--- src/common/dsac_pkg.sv ---
// Constants, types and register map of the dual-slope autorange controller
//*****************************************************************************
// Overview of operation
// - Run-up lasts exactly 1000 clocks, input applied
// - Run-up: reference open, both input switches closed
// - Latch integrator sign at run-up end, show it
// - Run-up end: transfer pulse, count cleared together
// - Run-down: reference closed, one input switch opened
// - Run-down: counter increments every clock
// - Zero crossing: stop, store count, display it
// - Three ranges; count above 1998 steps less sensitive
// - Least range, count 1998 or more: overload
// - Count below 180 steps more sensitive
// - Decimal point follows selected range step
// - Range change holds next conversion 100 ms
// - Display keeps value, updates only on change
// - Generate relay switching pulses for divider decade
//*****************************************************************************
package dsac_pkg;

    //*************************************************************************
    // Counting
    //*************************************************************************
    localparam int          CNT_W        = 12;
    localparam logic [11:0] RUNUP_COUNT  = 12'h3e8; // 1000 clocks
    localparam logic [11:0] OVER_LIMIT   = 12'h7ce; // 1998
    localparam logic [11:0] UNDER_LIMIT  = 12'h0b4; // 180
    localparam logic [11:0] MAX_COUNT    = 12'hfff; // No crossing seen

    //*************************************************************************
    // Range steps and selector positions
    //*************************************************************************
    localparam logic [1:0] RANGE_MOST   = 2'h0;
    localparam logic [1:0] RANGE_LEAST  = 2'h2;
    localparam logic [1:0] SEL_R1000    = 2'h0;
    localparam logic [1:0] SEL_R100     = 2'h1;
    localparam logic [1:0] SEL_R10      = 2'h2;
    localparam logic [1:0] SEL_AUTO     = 2'h3;

    //*************************************************************************
    // Timing
    //*************************************************************************
    localparam int CLK_HZ         = 100000000;
    localparam int SETTLE_TIME_MS = 100;
    localparam int SETTLE_CYCLES  = SETTLE_TIME_MS * (CLK_HZ / 1000);

    //*************************************************************************
    // Register map and fields
    //*************************************************************************
    localparam int          AXI_AW      = 8;
    localparam logic [7:0]  ADDR_CTRL   = 8'h00;
    localparam logic [7:0]  ADDR_STATUS = 8'h04;
    localparam logic [7:0]  ADDR_RESULT = 8'h08;
    localparam logic [7:0]  ADDR_IRQ_ST = 8'h0c;
    localparam logic [7:0]  ADDR_IRQ_EN = 8'h10;
    localparam logic [7:0]  ADDR_IRQ_CL = 8'h14;
    localparam int          CTRL_RUN    = 0;
    localparam logic        CTRL_RESET  = 1'h1;
    localparam int          ST_STATE    = 0;  // 2 bits
    localparam int          ST_RANGE    = 2;  // 2 bits
    localparam int          ST_NEG      = 4;
    localparam int          ST_OVER     = 5;
    localparam int          ST_SEL      = 6;  // 2 bits
    localparam int          IRQ_N       = 3;
    localparam int          IRQ_RESULT  = 0;
    localparam int          IRQ_RANGE   = 1;
    localparam int          IRQ_OVER    = 2;
    localparam logic [1:0]  RESP_OKAY   = 2'h0;
    localparam logic [1:0]  RESP_SLVERR = 2'h2;

    //*************************************************************************
    // Types
    //*************************************************************************
    typedef enum logic [1:0] {ST_IDLE, ST_RUNUP, ST_RUNDOWN, ST_SETTLE} dsac_state_t;

    typedef struct packed {
        logic reference_switch;
        logic input_switch_a;
        logic input_switch_b;
    } dsac_switch_t;

    typedef struct packed {
        logic [11:0] value;
        logic [1:0]  point;
        logic        negative;
        logic        overload;
    } dsac_display_t;

endpackage

--- src/core/dsac_sync.sv ---
// Three-stage pin synchroniser with agreement filter
`timescale 1ns/1ns
module dsac_sync #(
    parameter int W = 1
) (
    // Clock and reset
    input  wire logic         clk_i,
    input  wire logic         rst_i,
    // Pin side and synchronised side
    input  wire logic [W-1:0] pin_i,
    output logic      [W-1:0] level_o
);

    logic [W-1:0] stage1;
    logic [W-1:0] stage2;
    logic [W-1:0] stage3;

    // Shift chain; stage1 feeds only stage2
    always_ff @(posedge clk_i or posedge rst_i) begin
        if (rst_i) begin
            stage1 <= '0;
            stage2 <= '0;
            stage3 <= '0;
        end else begin
            stage1 <= pin_i;
            stage2 <= stage1;
            stage3 <= stage2;
        end
    end

    // Accept a change once stages two and three agree
    always_ff @(posedge clk_i or posedge rst_i) begin
        if (rst_i) begin
            level_o <= '0;
        end else if (stage2 == stage3) begin
            level_o <= stage3;
        end
    end

endmodule // dsac_sync

--- src/core/dsac_irq.sv ---
// Sticky interrupt status with enable and write-one clear
`timescale 1ns/1ns
module dsac_irq #(
    parameter int N = 3
) (
    // Clock and reset
    input  wire logic         clk_i,
    input  wire logic         rst_i,
    // Events and software access
    input  wire logic [N-1:0] event_i,
    input  wire logic [N-1:0] clear_i,
    input  wire logic [N-1:0] enable_i,
    // Status and request
    output logic      [N-1:0] status_o,
    output logic              irq_o
);

    // Set wins over a clear in the same cycle
    always_ff @(posedge clk_i or posedge rst_i) begin
        if (rst_i) begin
            status_o <= '0;
        end else begin
            status_o <= (status_o & ~clear_i) | event_i;
        end
    end

    // Level request while an enabled bit is set
    assign irq_o = |(status_o & enable_i);

endmodule // dsac_irq

--- src/core/dsac_top.sv ---
// Dual-slope conversion sequencer with automatic range selection
`timescale 1ns/1ns
module dsac_top #(
    parameter int          SETTLE_CYCLES = dsac_pkg::SETTLE_CYCLES,
    parameter logic [11:0] RUNUP_COUNT   = dsac_pkg::RUNUP_COUNT
) (
    // Clock and reset
    input  wire logic                  REF_CLK_I,
    input  wire logic                  RST_I,
    // AXI4-Lite write channels
    input  wire logic [7:0]            S_AXI_AWADDR_I,
    input  wire logic                  S_AXI_AWVALID_I,
    output logic                       S_AXI_AWREADY_O,
    input  wire logic [31:0]           S_AXI_WDATA_I,
    input  wire logic [3:0]            S_AXI_WSTRB_I,
    input  wire logic                  S_AXI_WVALID_I,
    output logic                       S_AXI_WREADY_O,
    output logic [1:0]                 S_AXI_BRESP_O,
    output logic                       S_AXI_BVALID_O,
    input  wire logic                  S_AXI_BREADY_I,
    // AXI4-Lite read channels
    input  wire logic [7:0]            S_AXI_ARADDR_I,
    input  wire logic                  S_AXI_ARVALID_I,
    output logic                       S_AXI_ARREADY_O,
    output logic [31:0]                S_AXI_RDATA_O,
    output logic [1:0]                 S_AXI_RRESP_O,
    output logic                       S_AXI_RVALID_O,
    input  wire logic                  S_AXI_RREADY_I,
    // Analogue side
    input  wire logic                  CMP_POSITIVE_I,
    input  wire logic [1:0]            RANGE_SEL_I,
    output dsac_pkg::dsac_switch_t     SWITCH_O,
    output logic                       TRANSFER_O,
    output logic [2:0]                 RELAY_PULSE_O,
    // Display and interrupt
    output dsac_pkg::dsac_display_t    DISPLAY_O,
    output logic                       IRQ_O
);

    //*************************************************************************
    // Declarations
    //*************************************************************************
    dsac_pkg::dsac_state_t state;
    dsac_pkg::dsac_state_t next_state;
    logic [11:0]           count;
    logic [1:0]            range;
    logic [1:0]            next_range;
    logic                  polarity;
    logic                  cmp_positive;
    logic [1:0]            sel;
    logic [31:0]           settle_cnt;
    logic                  run;
    logic                  runup_done;
    logic                  rundown_done;
    logic                  range_change;
    logic                  over_now;
    logic [2:0]            irq_event;
    logic [2:0]            irq_clear;
    logic [2:0]            irq_enable;
    logic [2:0]            irq_status;
    logic                  aw_have;
    logic                  w_have;
    logic [7:0]            aw_addr;
    logic [31:0]           w_data;
    logic [3:0]            w_strb;
    logic                  wr_fire;
    logic [31:0]           rd_word;
    logic                  rd_hit;

    //*************************************************************************
    // Pin synchronisers
    //*************************************************************************
    dsac_sync #(.W(3)) u_sync (
        .clk_i   (REF_CLK_I),
        .rst_i   (RST_I),
        .pin_i   ({CMP_POSITIVE_I, RANGE_SEL_I}),
        .level_o ({cmp_positive, sel})
    );

    //*************************************************************************
    // Conversion sequencing
    //*************************************************************************
    // Phase end conditions
    assign runup_done   = (state == dsac_pkg::ST_RUNUP) && (count == RUNUP_COUNT - 12'h001);
    assign rundown_done = (state == dsac_pkg::ST_RUNDOWN) &&
                          ((cmp_positive != polarity) || (count == dsac_pkg::MAX_COUNT));
    assign range_change = rundown_done && (next_range != range);

    // Range decision on the finished count
    always_comb begin
        next_range = range;
        case (sel)
            dsac_pkg::SEL_R1000: next_range = dsac_pkg::RANGE_LEAST;
            dsac_pkg::SEL_R100:  next_range = 2'h1;
            dsac_pkg::SEL_R10:   next_range = dsac_pkg::RANGE_MOST;
            default: begin
                if (count > dsac_pkg::OVER_LIMIT && range != dsac_pkg::RANGE_LEAST) begin
                    next_range = range + 2'h1;
                end else if (count < dsac_pkg::UNDER_LIMIT && range != dsac_pkg::RANGE_MOST) begin
                    next_range = range - 2'h1;
                end
            end
        endcase
    end

    // Overload on the least sensitive or a forced range
    assign over_now = (count >= dsac_pkg::OVER_LIMIT) &&
                      ((range == dsac_pkg::RANGE_LEAST) || (sel != dsac_pkg::SEL_AUTO));

    // Next phase
    always_comb begin
        next_state = state;
        case (state)
            dsac_pkg::ST_IDLE:   if (run) next_state = dsac_pkg::ST_RUNUP;
            dsac_pkg::ST_RUNUP:  if (runup_done) next_state = dsac_pkg::ST_RUNDOWN;
            dsac_pkg::ST_RUNDOWN: begin
                if (range_change) begin
                    next_state = dsac_pkg::ST_SETTLE;
                end else if (rundown_done) begin
                    next_state = run ? dsac_pkg::ST_RUNUP : dsac_pkg::ST_IDLE;
                end
            end
            dsac_pkg::ST_SETTLE: if (settle_cnt == 32'h0) begin
                next_state = run ? dsac_pkg::ST_RUNUP : dsac_pkg::ST_IDLE;
            end
            default: next_state = dsac_pkg::ST_IDLE;
        endcase
    end

    // Phase register
    always_ff @(posedge REF_CLK_I or posedge RST_I) begin
        if (RST_I) begin
            state <= dsac_pkg::ST_IDLE;
        end else begin
            state <= next_state;
        end
    end

    // Clock counter for both slopes
    always_ff @(posedge REF_CLK_I or posedge RST_I) begin
        if (RST_I) begin
            count <= 12'h000;
        end else if (runup_done || rundown_done || state == dsac_pkg::ST_IDLE || state == dsac_pkg::ST_SETTLE) begin
            count <= 12'h000;
        end else begin
            count <= count + 12'h001;
        end
    end

    // Transfer pulse at the end of run-up
    always_ff @(posedge REF_CLK_I or posedge RST_I) begin
        if (RST_I) begin
            TRANSFER_O <= 1'b0;
        end else begin
            TRANSFER_O <= runup_done;
        end
    end

    // Integrator sign latched as polarity
    always_ff @(posedge REF_CLK_I or posedge RST_I) begin
        if (RST_I) begin
            polarity <= 1'b1;
        end else if (runup_done) begin
            polarity <= cmp_positive;
        end
    end

    // Analogue switch drive
    always_ff @(posedge REF_CLK_I or posedge RST_I) begin
        if (RST_I) begin
            SWITCH_O <= '0;
        end else begin
            case (next_state)
                dsac_pkg::ST_RUNUP:   SWITCH_O <= 3'b011;
                dsac_pkg::ST_RUNDOWN: SWITCH_O <= {1'b1, ~(runup_done ? cmp_positive : polarity),
                                                   (runup_done ? cmp_positive : polarity)};
                default:              SWITCH_O <= '0;
            endcase
        end
    end

    //*************************************************************************
    // Range, relay and settle delay
    //*************************************************************************
    // Selected range step
    always_ff @(posedge REF_CLK_I or posedge RST_I) begin
        if (RST_I) begin
            range <= dsac_pkg::RANGE_MOST;
        end else if (range_change) begin
            range <= next_range;
        end
    end

    // One-cycle pulse on the relay of the new decade
    always_ff @(posedge REF_CLK_I or posedge RST_I) begin
        if (RST_I) begin
            RELAY_PULSE_O <= 3'h0;
        end else begin
            RELAY_PULSE_O <= range_change ? (3'h1 << next_range) : 3'h0;
        end
    end

    // Settle delay counter
    always_ff @(posedge REF_CLK_I or posedge RST_I) begin
        if (RST_I) begin
            settle_cnt <= 32'h0;
        end else if (range_change) begin
            settle_cnt <= 32'(SETTLE_CYCLES - 1);
        end else if (state == dsac_pkg::ST_SETTLE && settle_cnt != 32'h0) begin
            settle_cnt <= settle_cnt - 32'h1;
        end
    end

    //*************************************************************************
    // Display memory
    //*************************************************************************
    always_ff @(posedge REF_CLK_I or posedge RST_I) begin
        if (RST_I) begin
            DISPLAY_O <= '0;
        end else if (rundown_done) begin
            if (count != DISPLAY_O.value) DISPLAY_O.value <= count;
            DISPLAY_O.point    <= range;
            DISPLAY_O.negative <= ~polarity;
            DISPLAY_O.overload <= over_now;
        end
    end

    //*************************************************************************
    // Interrupts
    //*************************************************************************
    assign irq_event[dsac_pkg::IRQ_RESULT] = rundown_done && (count != DISPLAY_O.value);
    assign irq_event[dsac_pkg::IRQ_RANGE]  = range_change;
    assign irq_event[dsac_pkg::IRQ_OVER]   = rundown_done && over_now;
    assign irq_clear = (wr_fire && aw_addr == dsac_pkg::ADDR_IRQ_CL && w_strb[0]) ? w_data[2:0] : 3'h0;

    dsac_irq #(.N(dsac_pkg::IRQ_N)) u_irq (
        .clk_i    (REF_CLK_I),
        .rst_i    (RST_I),
        .event_i  (irq_event),
        .clear_i  (irq_clear),
        .enable_i (irq_enable),
        .status_o (irq_status),
        .irq_o    (IRQ_O)
    );

    //*************************************************************************
    // AXI4-Lite write path
    //*************************************************************************
    assign S_AXI_AWREADY_O = !aw_have && !S_AXI_BVALID_O;
    assign S_AXI_WREADY_O  = !w_have && !S_AXI_BVALID_O;
    assign wr_fire         = aw_have && w_have;

    // Capture address and data in either order
    always_ff @(posedge REF_CLK_I or posedge RST_I) begin
        if (RST_I) begin
            aw_have <= 1'b0;
            w_have  <= 1'b0;
            aw_addr <= 8'h00;
            w_data  <= 32'h0;
            w_strb  <= 4'h0;
        end else begin
            if (S_AXI_AWVALID_I && S_AXI_AWREADY_O) begin
                aw_have <= 1'b1;
                aw_addr <= S_AXI_AWADDR_I;
            end else if (wr_fire) begin
                aw_have <= 1'b0;
            end
            if (S_AXI_WVALID_I && S_AXI_WREADY_O) begin
                w_have <= 1'b1;
                w_data <= S_AXI_WDATA_I;
                w_strb <= S_AXI_WSTRB_I;
            end else if (wr_fire) begin
                w_have <= 1'b0;
            end
        end
    end

    // Write response
    always_ff @(posedge REF_CLK_I or posedge RST_I) begin
        if (RST_I) begin
            S_AXI_BVALID_O <= 1'b0;
            S_AXI_BRESP_O  <= dsac_pkg::RESP_OKAY;
        end else if (wr_fire) begin
            S_AXI_BVALID_O <= 1'b1;
            S_AXI_BRESP_O  <= (aw_addr == dsac_pkg::ADDR_CTRL || aw_addr == dsac_pkg::ADDR_IRQ_EN ||
                               aw_addr == dsac_pkg::ADDR_IRQ_CL) ? dsac_pkg::RESP_OKAY : dsac_pkg::RESP_SLVERR;
        end else if (S_AXI_BREADY_I) begin
            S_AXI_BVALID_O <= 1'b0;
        end
    end

    // Control and enable registers
    always_ff @(posedge REF_CLK_I or posedge RST_I) begin
        if (RST_I) begin
            run        <= dsac_pkg::CTRL_RESET;
            irq_enable <= 3'h0;
        end else if (wr_fire && w_strb[0]) begin
            if (aw_addr == dsac_pkg::ADDR_CTRL) run <= w_data[dsac_pkg::CTRL_RUN];
            if (aw_addr == dsac_pkg::ADDR_IRQ_EN) irq_enable <= w_data[2:0];
        end
    end

    //*************************************************************************
    // AXI4-Lite read path
    //*************************************************************************
    always_comb begin
        rd_word = 32'h0;
        rd_hit  = 1'b1;
        case (S_AXI_ARADDR_I)
            dsac_pkg::ADDR_CTRL:   rd_word = {31'h0, run};
            dsac_pkg::ADDR_STATUS: rd_word = {24'h0, sel, over_now && rundown_done, ~polarity, range, state};
            dsac_pkg::ADDR_RESULT: rd_word = {16'h0, DISPLAY_O};
            dsac_pkg::ADDR_IRQ_ST: rd_word = {29'h0, irq_status};
            dsac_pkg::ADDR_IRQ_EN: rd_word = {29'h0, irq_enable};
            dsac_pkg::ADDR_IRQ_CL: rd_word = 32'h0;
            default:               rd_hit  = 1'b0;
        endcase
    end

    assign S_AXI_ARREADY_O = !S_AXI_RVALID_O;

    // Read data register
    always_ff @(posedge REF_CLK_I or posedge RST_I) begin
        if (RST_I) begin
            S_AXI_RVALID_O <= 1'b0;
            S_AXI_RDATA_O  <= 32'h0;
            S_AXI_RRESP_O  <= dsac_pkg::RESP_OKAY;
        end else if (S_AXI_ARVALID_I && S_AXI_ARREADY_O) begin
            S_AXI_RVALID_O <= 1'b1;
            S_AXI_RDATA_O  <= rd_word;
            S_AXI_RRESP_O  <= rd_hit ? dsac_pkg::RESP_OKAY : dsac_pkg::RESP_SLVERR;
        end else if (S_AXI_RREADY_I) begin
            S_AXI_RVALID_O <= 1'b0;
        end
    end

endmodule // dsac_top

--- config.mk ---
export PLATFORM = sky130hd
export DESIGN_NAME = dsac_top
export DESIGN_NICKNAME = d
export VERILOG_FILES = /design/src/common/dsac_pkg.sv /design/src/core/dsac_sync.sv /design/src/core/dsac_irq.sv /design/src/core/dsac_top.sv
export SDC_FILE = /design/constraint.sdc
export NUM_CORES = 1
export LEC_CHECK = 0
export ABC_AREA = 1
export ABC_CLOCK_PERIOD_IN_PS = 4700
export BUFFER_PORTS_ARGS = -buffer_cell sky130_fd_sc_hd__clkbuf_2
export CELL_PAD_IN_SITES_DETAIL_PLACEMENT = 0
export CELL_PAD_IN_SITES_GLOBAL_PLACEMENT = 1
export CORE_ASPECT_RATIO = 0.9
export CORE_MARGIN = 2
export CORE_UTILIZATION = 41
export CTS_CLUSTER_DIAMETER = 40
export DETAILED_ROUTE_END_ITERATION = 6
export GPL_ROUTABILITY_DRIVEN = 0
export HOLD_SLACK_MARGIN = 0.1
export PLACE_DENSITY_LB_ADDON = 0.15
export SLEW_MARGIN = 30
export SYNTH_ARGS = -nofsm -noshare
export SYNTH_HDL_FRONTEND = slang
export SYNTH_HIERARCHICAL = 1
export SYNTH_SLANG_ARGS = --single-unit
export TNS_END_PERCENT = 30
--- constraint.sdc ---
create_clock -name REF_CLK_I -period 4.7 [get_ports REF_CLK_I]
set_input_delay 0.705 -clock REF_CLK_I [delete_from_list [all_inputs] [get_ports REF_CLK_I]]
set_output_delay 0.705 -clock REF_CLK_I [all_outputs]
set_load 0.05 [all_outputs]
After elaboration in Yosys (flattened, before gate mapping)
Index checks and enable logic that the tools add are counted.
Widths: inputs -> output; s select.
{"block": "word_totals", "register_bits": 143, "output_inout_bits": 65, "word_cells": 142}
{"block": "classes", "addsub": 4, "order_cmp": 3, "n_eq_ne": 23, "n_shift": 1, "muxes": 28, "bitwise": 6, "reduce_logical": 46}
{"cell": "$pmux 16 s5", "count": 1}
{"cell": "$mux 32", "count": 2}
{"cell": "$eq 8x5->1 const B", "count": 4}
{"cell": "$logic_not 32->1", "count": 1}
{"cell": "$reduce_bool 32->1", "count": 1}
{"cell": "$sub 32x1->32 const B", "count": 1}
{"cell": "$logic_and 1x1->1", "count": 18}
{"cell": "$mux 2", "count": 9}
{"cell": "$eq 8x4->1 const B", "count": 2}
{"cell": "$logic_not 8->1", "count": 2}
{"cell": "$add 12x1->12 const B", "count": 1}
{"cell": "$eq 12x10->1 const B", "count": 1}
{"cell": "$eq 12x12->1 const B", "count": 1}
{"cell": "$ge 12x11->1 const B", "count": 1}
{"cell": "$gt 12x11->1 const B", "count": 1}
{"cell": "$lt 12x8->1 const B", "count": 1}
{"cell": "$mux 12", "count": 1}
{"cell": "$ne 12x12->1", "count": 1}
{"cell": "$reduce_bool 2->1", "count": 6}
{"cell": "$eq 2x2->1 const B", "count": 5}
{"cell": "$mux 1", "count": 10}
{"cell": "$eq 8x3->1 const B", "count": 1}
{"cell": "$pmux 2 s4", "count": 1}
{"cell": "$logic_or 1x1->1", "count": 7}
{"cell": "other kinds (20)", "count": 32}

Longest topological paths before layout
{"block": "depth", "depth_word": 11, "ltp_mapped": 21}

Hierarchy
Netlist, hierarchy kept.
{"module": "dsac_top", "n_inst": 1, "cells_each": 720, "area_each_um2": 5939.4, "seq_area_each_um2": 2755.1}
{"module": "dsac_sync", "n_inst": 1, "cells_each": 34, "area_each_um2": 409.1, "seq_area_each_um2": 300.3}
{"module": "dsac_irq", "n_inst": 1, "cells_each": 14, "area_each_um2": 140.1, "seq_area_each_um2": 75.1}

Worst setup path after synthesis
OpenSTA, ideal clock, no wires.
{"block": "synth_timing", "kind": "flip-flop to flip-flop", "start": "register range[0]", "end": "register SWITCH_O[0] (netlist name)", "setup_time_ns": 0.077, "arrival_ns": 2.174, "slack_ns": 2.449, "stages_incl_launch_ff": 19, "period_less_slack_ns": 2.251, "path_cell_list": "dfrtp_1 -> inv_1 -> ha_1 -> nor2_1 -> nand2_1 -> nor2_1 -> nand2_1 -> o21ai_0 -> nand2_1 -> nand3_2 -> nand2_4 -> nand2_2 -> nand2_2 -> nand2_4 -> nand2_8 -> nand2_1 -> nand2_1 -> ha_1 -> a21oi_1"}
{"block": "synth_via", "elab_chain_len": 11, "elab_cells_between_ends": 16}
{"element": "start: declaration", "line_no": "dsac_top.sv:46", "source": "logic [1:0] range;"}
{"element": "start signal: assignment", "line_no": "dsac_top.sv:188", "source": "range <= dsac_pkg::RANGE_MOST;"}
{"element": "start signal: assignment", "line_no": "dsac_top.sv:190", "source": "range <= next_range;"}
{"element": "parallel branches: the longest is 5 deep, another holds $sub 2x1->2"}
{"element": "$ne 2x2->1 *", "line_no": "dsac_top.sv:87", "source": "assign range_change = rundown_done && (next_range != range);"}
{"element": "$logic_and 1x1->1 *", "line_no": "dsac_top.sv:87"}
{"element": "$mux 2 *", "line_no": "dsac_top.sv:117", "source": "if (range_change) begin"}
{"element": "$pmux 2 s4 *", "line_no": "dsac_top.sv:113", "source": "case (state)"}
{"element": "$eq 2x2->1 or $eq 2x1->1 (tied branches)", "line_no": "dsac_top.sv:173", "source": "case (next_state)"}
{"element": "$pmux 3 s2 *", "line_no": "dsac_top.sv:173"}
{"element": "end signal: assignment", "line_no": "dsac_top.sv:175", "source": "dsac_pkg::ST_RUNDOWN: SWITCH_O <= {1'b1, ~(runup_done ? cmp_positive : polarity),"}
{"element": "end: declaration", "line_no": "dsac_top.sv:32", "source": "output dsac_pkg::dsac_switch_t SWITCH_O,"}
Every way passes the cells marked *.
A chain may end at the register's enable or synchronous reset.

Worst setup path after layout
{"block": "layout_timing", "start": "register settle_cnt[16]", "end": "register SWITCH_O[0] (netlist name)"}
{"block": "layout_via", "elab_chain_len": 5, "elab_cells_between_ends": 6}
{"element": "start: declaration", "line_no": "dsac_top.sv:51", "source": "logic [31:0] settle_cnt;"}
{"element": "start signal: assignment", "line_no": "dsac_top.sv:208", "source": "settle_cnt <= 32'(SETTLE_CYCLES - 1);"}
{"element": "start signal: assignment", "line_no": "dsac_top.sv:210", "source": "settle_cnt <= settle_cnt - 32'h1;"}
{"element": "$logic_not 32->1 *", "line_no": "dsac_top.sv:123", "source": "dsac_pkg::ST_SETTLE: if (settle_cnt == 32'h0) begin"}
{"element": "$mux 2 *", "line_no": "dsac_top.sv:123"}
{"element": "$pmux 2 s4 *", "line_no": "dsac_top.sv:113"}
{"element": "$eq 2x2->1 or $eq 2x1->1 (tied branches)", "line_no": "dsac_top.sv:173"}
{"element": "$pmux 3 s2 *", "line_no": "dsac_top.sv:173"}
Mark *: on every way between the ends. The rest lies on a longest branch, timed or not.

==> impl_metrics.csv <==
group,metric,value,unit
synth,synth_cells,768,
timing,clock.fmax,0.314,GHz
worst_setup_path,critPathRequiredTime,5.04,ns
clock_network,htreeDepth,4,
clock_network,clk_path_buf_depth,2,
power,p_leak,4.05,nW
cells_and_area,layout.cells.non_filler,1064,
grt,grt_use_total,19.8,%
timing,finalHoldViolations,0,
synth,synth-seq-cells,125,
grt,grt_antenna_before_repair,0,
placed_design,placed_cells,1032,
floorplan,fp.dieW,137,um
cells_and_area,fin_nets,919,
floorplan,dieArea,0.0168,mm^2
synth,yosysWarnings,6,
grt,met3_usage,4.96,%
worst_setup_path,end_kind,"flip-flop",
clock_network,clkTransAtPathRegs,0.06,ns
route,viasPerCell,4.90,
synth,synth_cell_type_count,52,
clock_network,cts_tree,"done",
grt,use_met1,28.6,%
cells_and_area,syn2layout_area_growth,18.1,%
grt,grt_pass1_vias,5065,
power,peakVddDrop,342,uV
worst_setup_path,cp-start-kind,"flip-flop",
floorplan,fp-row-count,43,
cells_and_area,drive_gt1_share,20.8,%
synth,async_flop_share,100,%
cells_and_area,insertedDiodeCount,0,
job,maxCapViolations,0,
timing,rsz0062_at_grt,"no",
timing,fin_crit,3.18,ns
synth,avgSynthCellArea,8.45,um^2
power,p_total,3.33,mW
power,p_switching,0.927,mW
route,drc,0,
worst_setup_path,crit_type,"flip-flop to flip-flop",
floorplan,ios,127,
synth,synth_area,0.00649,mm^2
timing,tns,0,ns
grt,met2_usage,29.2,%
power,p_int,2.40,mW
power,switching_share,27.8,%
route,route.antenna.remaining_nets,0,
clock_network,clockRootBuffer,"clkbuf_16",
floorplan,start_util,42.0,%
floorplan,core-area,0.0154,mm^2
power,power_density,435,mW/mm^2
timing,max_slew_margin,38.4,%
hold_path,hp-class,"input pin to async pin",
synth,synth_edf_count,0,
floorplan,die_y,123,um
run_status,status,"finished, final reports clean",
grt,grt_overflow,0,
power,clkPwrFrac,46.7,%
route,first_pass_iters,5,
worst_setup_path,reg2regPathDepth,13,
grt,grt_max_degree,84,
cells_and_area,fill_cells,1454,
power,seq_power_share,37.8,%
timing,hold_ws,0.201,ns
timing,finClkSkew,0.00577,ns
timing,setup_viol,0,
timing,tightest_slew,0.921,ns
placed_design,dp_hpwl,11.0,mm
grt,busiest_layer,"met2",
clock_network,cts_setup_buffers,0,
clock_network,clock-sinks,125,
placed_design,port_buffers,76,
synth,yosysSeqAreaShare,48.2,%
worst_setup_path,worstPathMaxFanout,21,
clock_network,cts_buffers,17,
synth,synth_ff_type,"dfrtp_1",
worst_setup_path,cp.arrival,3.52,ns
clock_network,clk_latency,0.42,ns
grt,grt_pass1_wl,25.3,mm
route,wl_per_cell,14.4,um
route,drt_iter0_drc,298,
timing,drv_slew,0,
route,wl,15.3,mm
timing,period_share,67.7,%
power,pwr-share-comb,15.4,%
clock_network,hold_buffers,0,
route,vias,5212,
clock_network,cts_resized,0,
[critical path, cell delays in order, from the launching register on]
cell,delay [ns]
dfrtp_1,0.42
nor2_1,0.18
nand2_1,0.13
nor2_1,0.19
nand4_1,0.10
or2_1,0.24
nand3_1,0.64
inv_2,0.33
a31oi_1,0.30
nand2_1,0.08
nand2_1,0.09
ha_1,0.18
nand2_1,0.07
a21oi_1,0.12
[area by class of cell]
type	count	area [um^2]	share of cell area (%)
multi-input cells	529	2820	36.7
clock inverters	11	236	3.09
flip-flops and latches	125	3130	40.9
well taps	202	253	3.30
inverters	99	379	4.95
clock buffers	21	460	6.01
repair buffers	77	388	5.06
[metrics by stage]
stage / setup WS (ns) / cell area [um^2] / util, %
2_1_floorplan: 1.10 / 6550 / -
3_3_place_gp: 1.63 / 6960 / 45.1
3_5_place_dp: 1.60 / 6970 / 45.1
4_1_cts: 1.50 / 7660 / 49.6
5_1_grt: 1.14 / 7660 / 49.6
6_report: 1.52 / 7660 / 49.6
[power groups by stage]
stage          clock, mW  sequential (mW)  combinational, mW
5_1_grt             1.64             1.28              0.574
6_report            1.56             1.26              0.514
2_1_floorplan          0             1.31              0.363
3_3_place_gp           0             1.27              0.508
3_5_place_dp           0             1.28              0.520
4_1_cts             1.59             1.26              0.522
[cells in the mapped netlist, types with 5 or more instances]
cell type / count / area share (%)
a21oi_1: 10 / 0.77
inv_2: 7 / 0.41
dfrtp_1: 123 / 47
nand3b_1: 5 / 0.58
nor4_1: 8 / 0.77
nand3_1: 32 / 2.5
nor2_1: 84 / 4.9
buf_4: 20 / 2.3
xor2_1: 25 / 3.4
xnor2_1: 9 / 1.2
nor2_2: 19 / 1.8
nor3_1: 19 / 1.5
inv_1: 90 / 5.2
o22ai_1: 5 / 0.48
mux2_2: 8 / 1.4
nand4_1: 15 / 1.4
ha_1: 8 / 1.5
o21ai_0: 41 / 3.2
nand2_2: 13 / 1.3
nand2_1: 167 / 9.7
[worst paths after layout]
kind	startpoint	endpoint	slack [ns]
setup / recovery	settle_cnt[16]	SWITCH_O[0]	1.52
hold / removal	RST_I	u_irq/status_o[1]	0.20
setup reg to reg	settle_cnt[16]	SWITCH_O[0]	1.52
hold reg to reg	u_sync/stage1[2]	u_sync/stage2[2]	0.35
max in group asynchronous	RST_I	run	3.33
min in group REF_CLK_I	u_sync/stage1[2]	u_sync/stage2[2]	0.35
[metal layers]
metal | up-vias | part of all wire (%)
met5 | - | 0
met4 | 0 | 1.3
met3 | 17 | 5.2
met2 | 123 | 44
met1 | 2492 | 49
li1 | 2580 | -
[placed cells by master (no fill, tap or decap), types with 19 or more instances in the layout]
| cell | instances |
|---|---|
| clkbuf_2 | 76 |
| dfrtp_1 | 123 |
| inv_1 | 89 |
| nand2_1 | 167 |
| nand3_1 | 32 |
| nor2_1 | 84 |
| nor2_2 | 19 |
| nor3_1 | 19 |
| o21ai_0 | 41 |
| xor2_1 | 25 |
[flip-flops by register name, indices dropped and copies added, names as in the netlist, 8 cells and up]
register	count
DISPLAY_O	16
aw_addr	8
S_AXI_RDATA_O	16
count	12
settle_cnt	32
[kinds of logic after synthesis]
logic type	share of synthesized area [%]
other	0.0578
adders and majority gates	1.54
and+or+nand+nor	27.4
DFF	48.2
AOI/OAI and AO/OA	7.17
muxes	1.39
buffers and inverters	9.35
xor gates and xnor gates	4.84
Power figures use the tool's default switching activity.
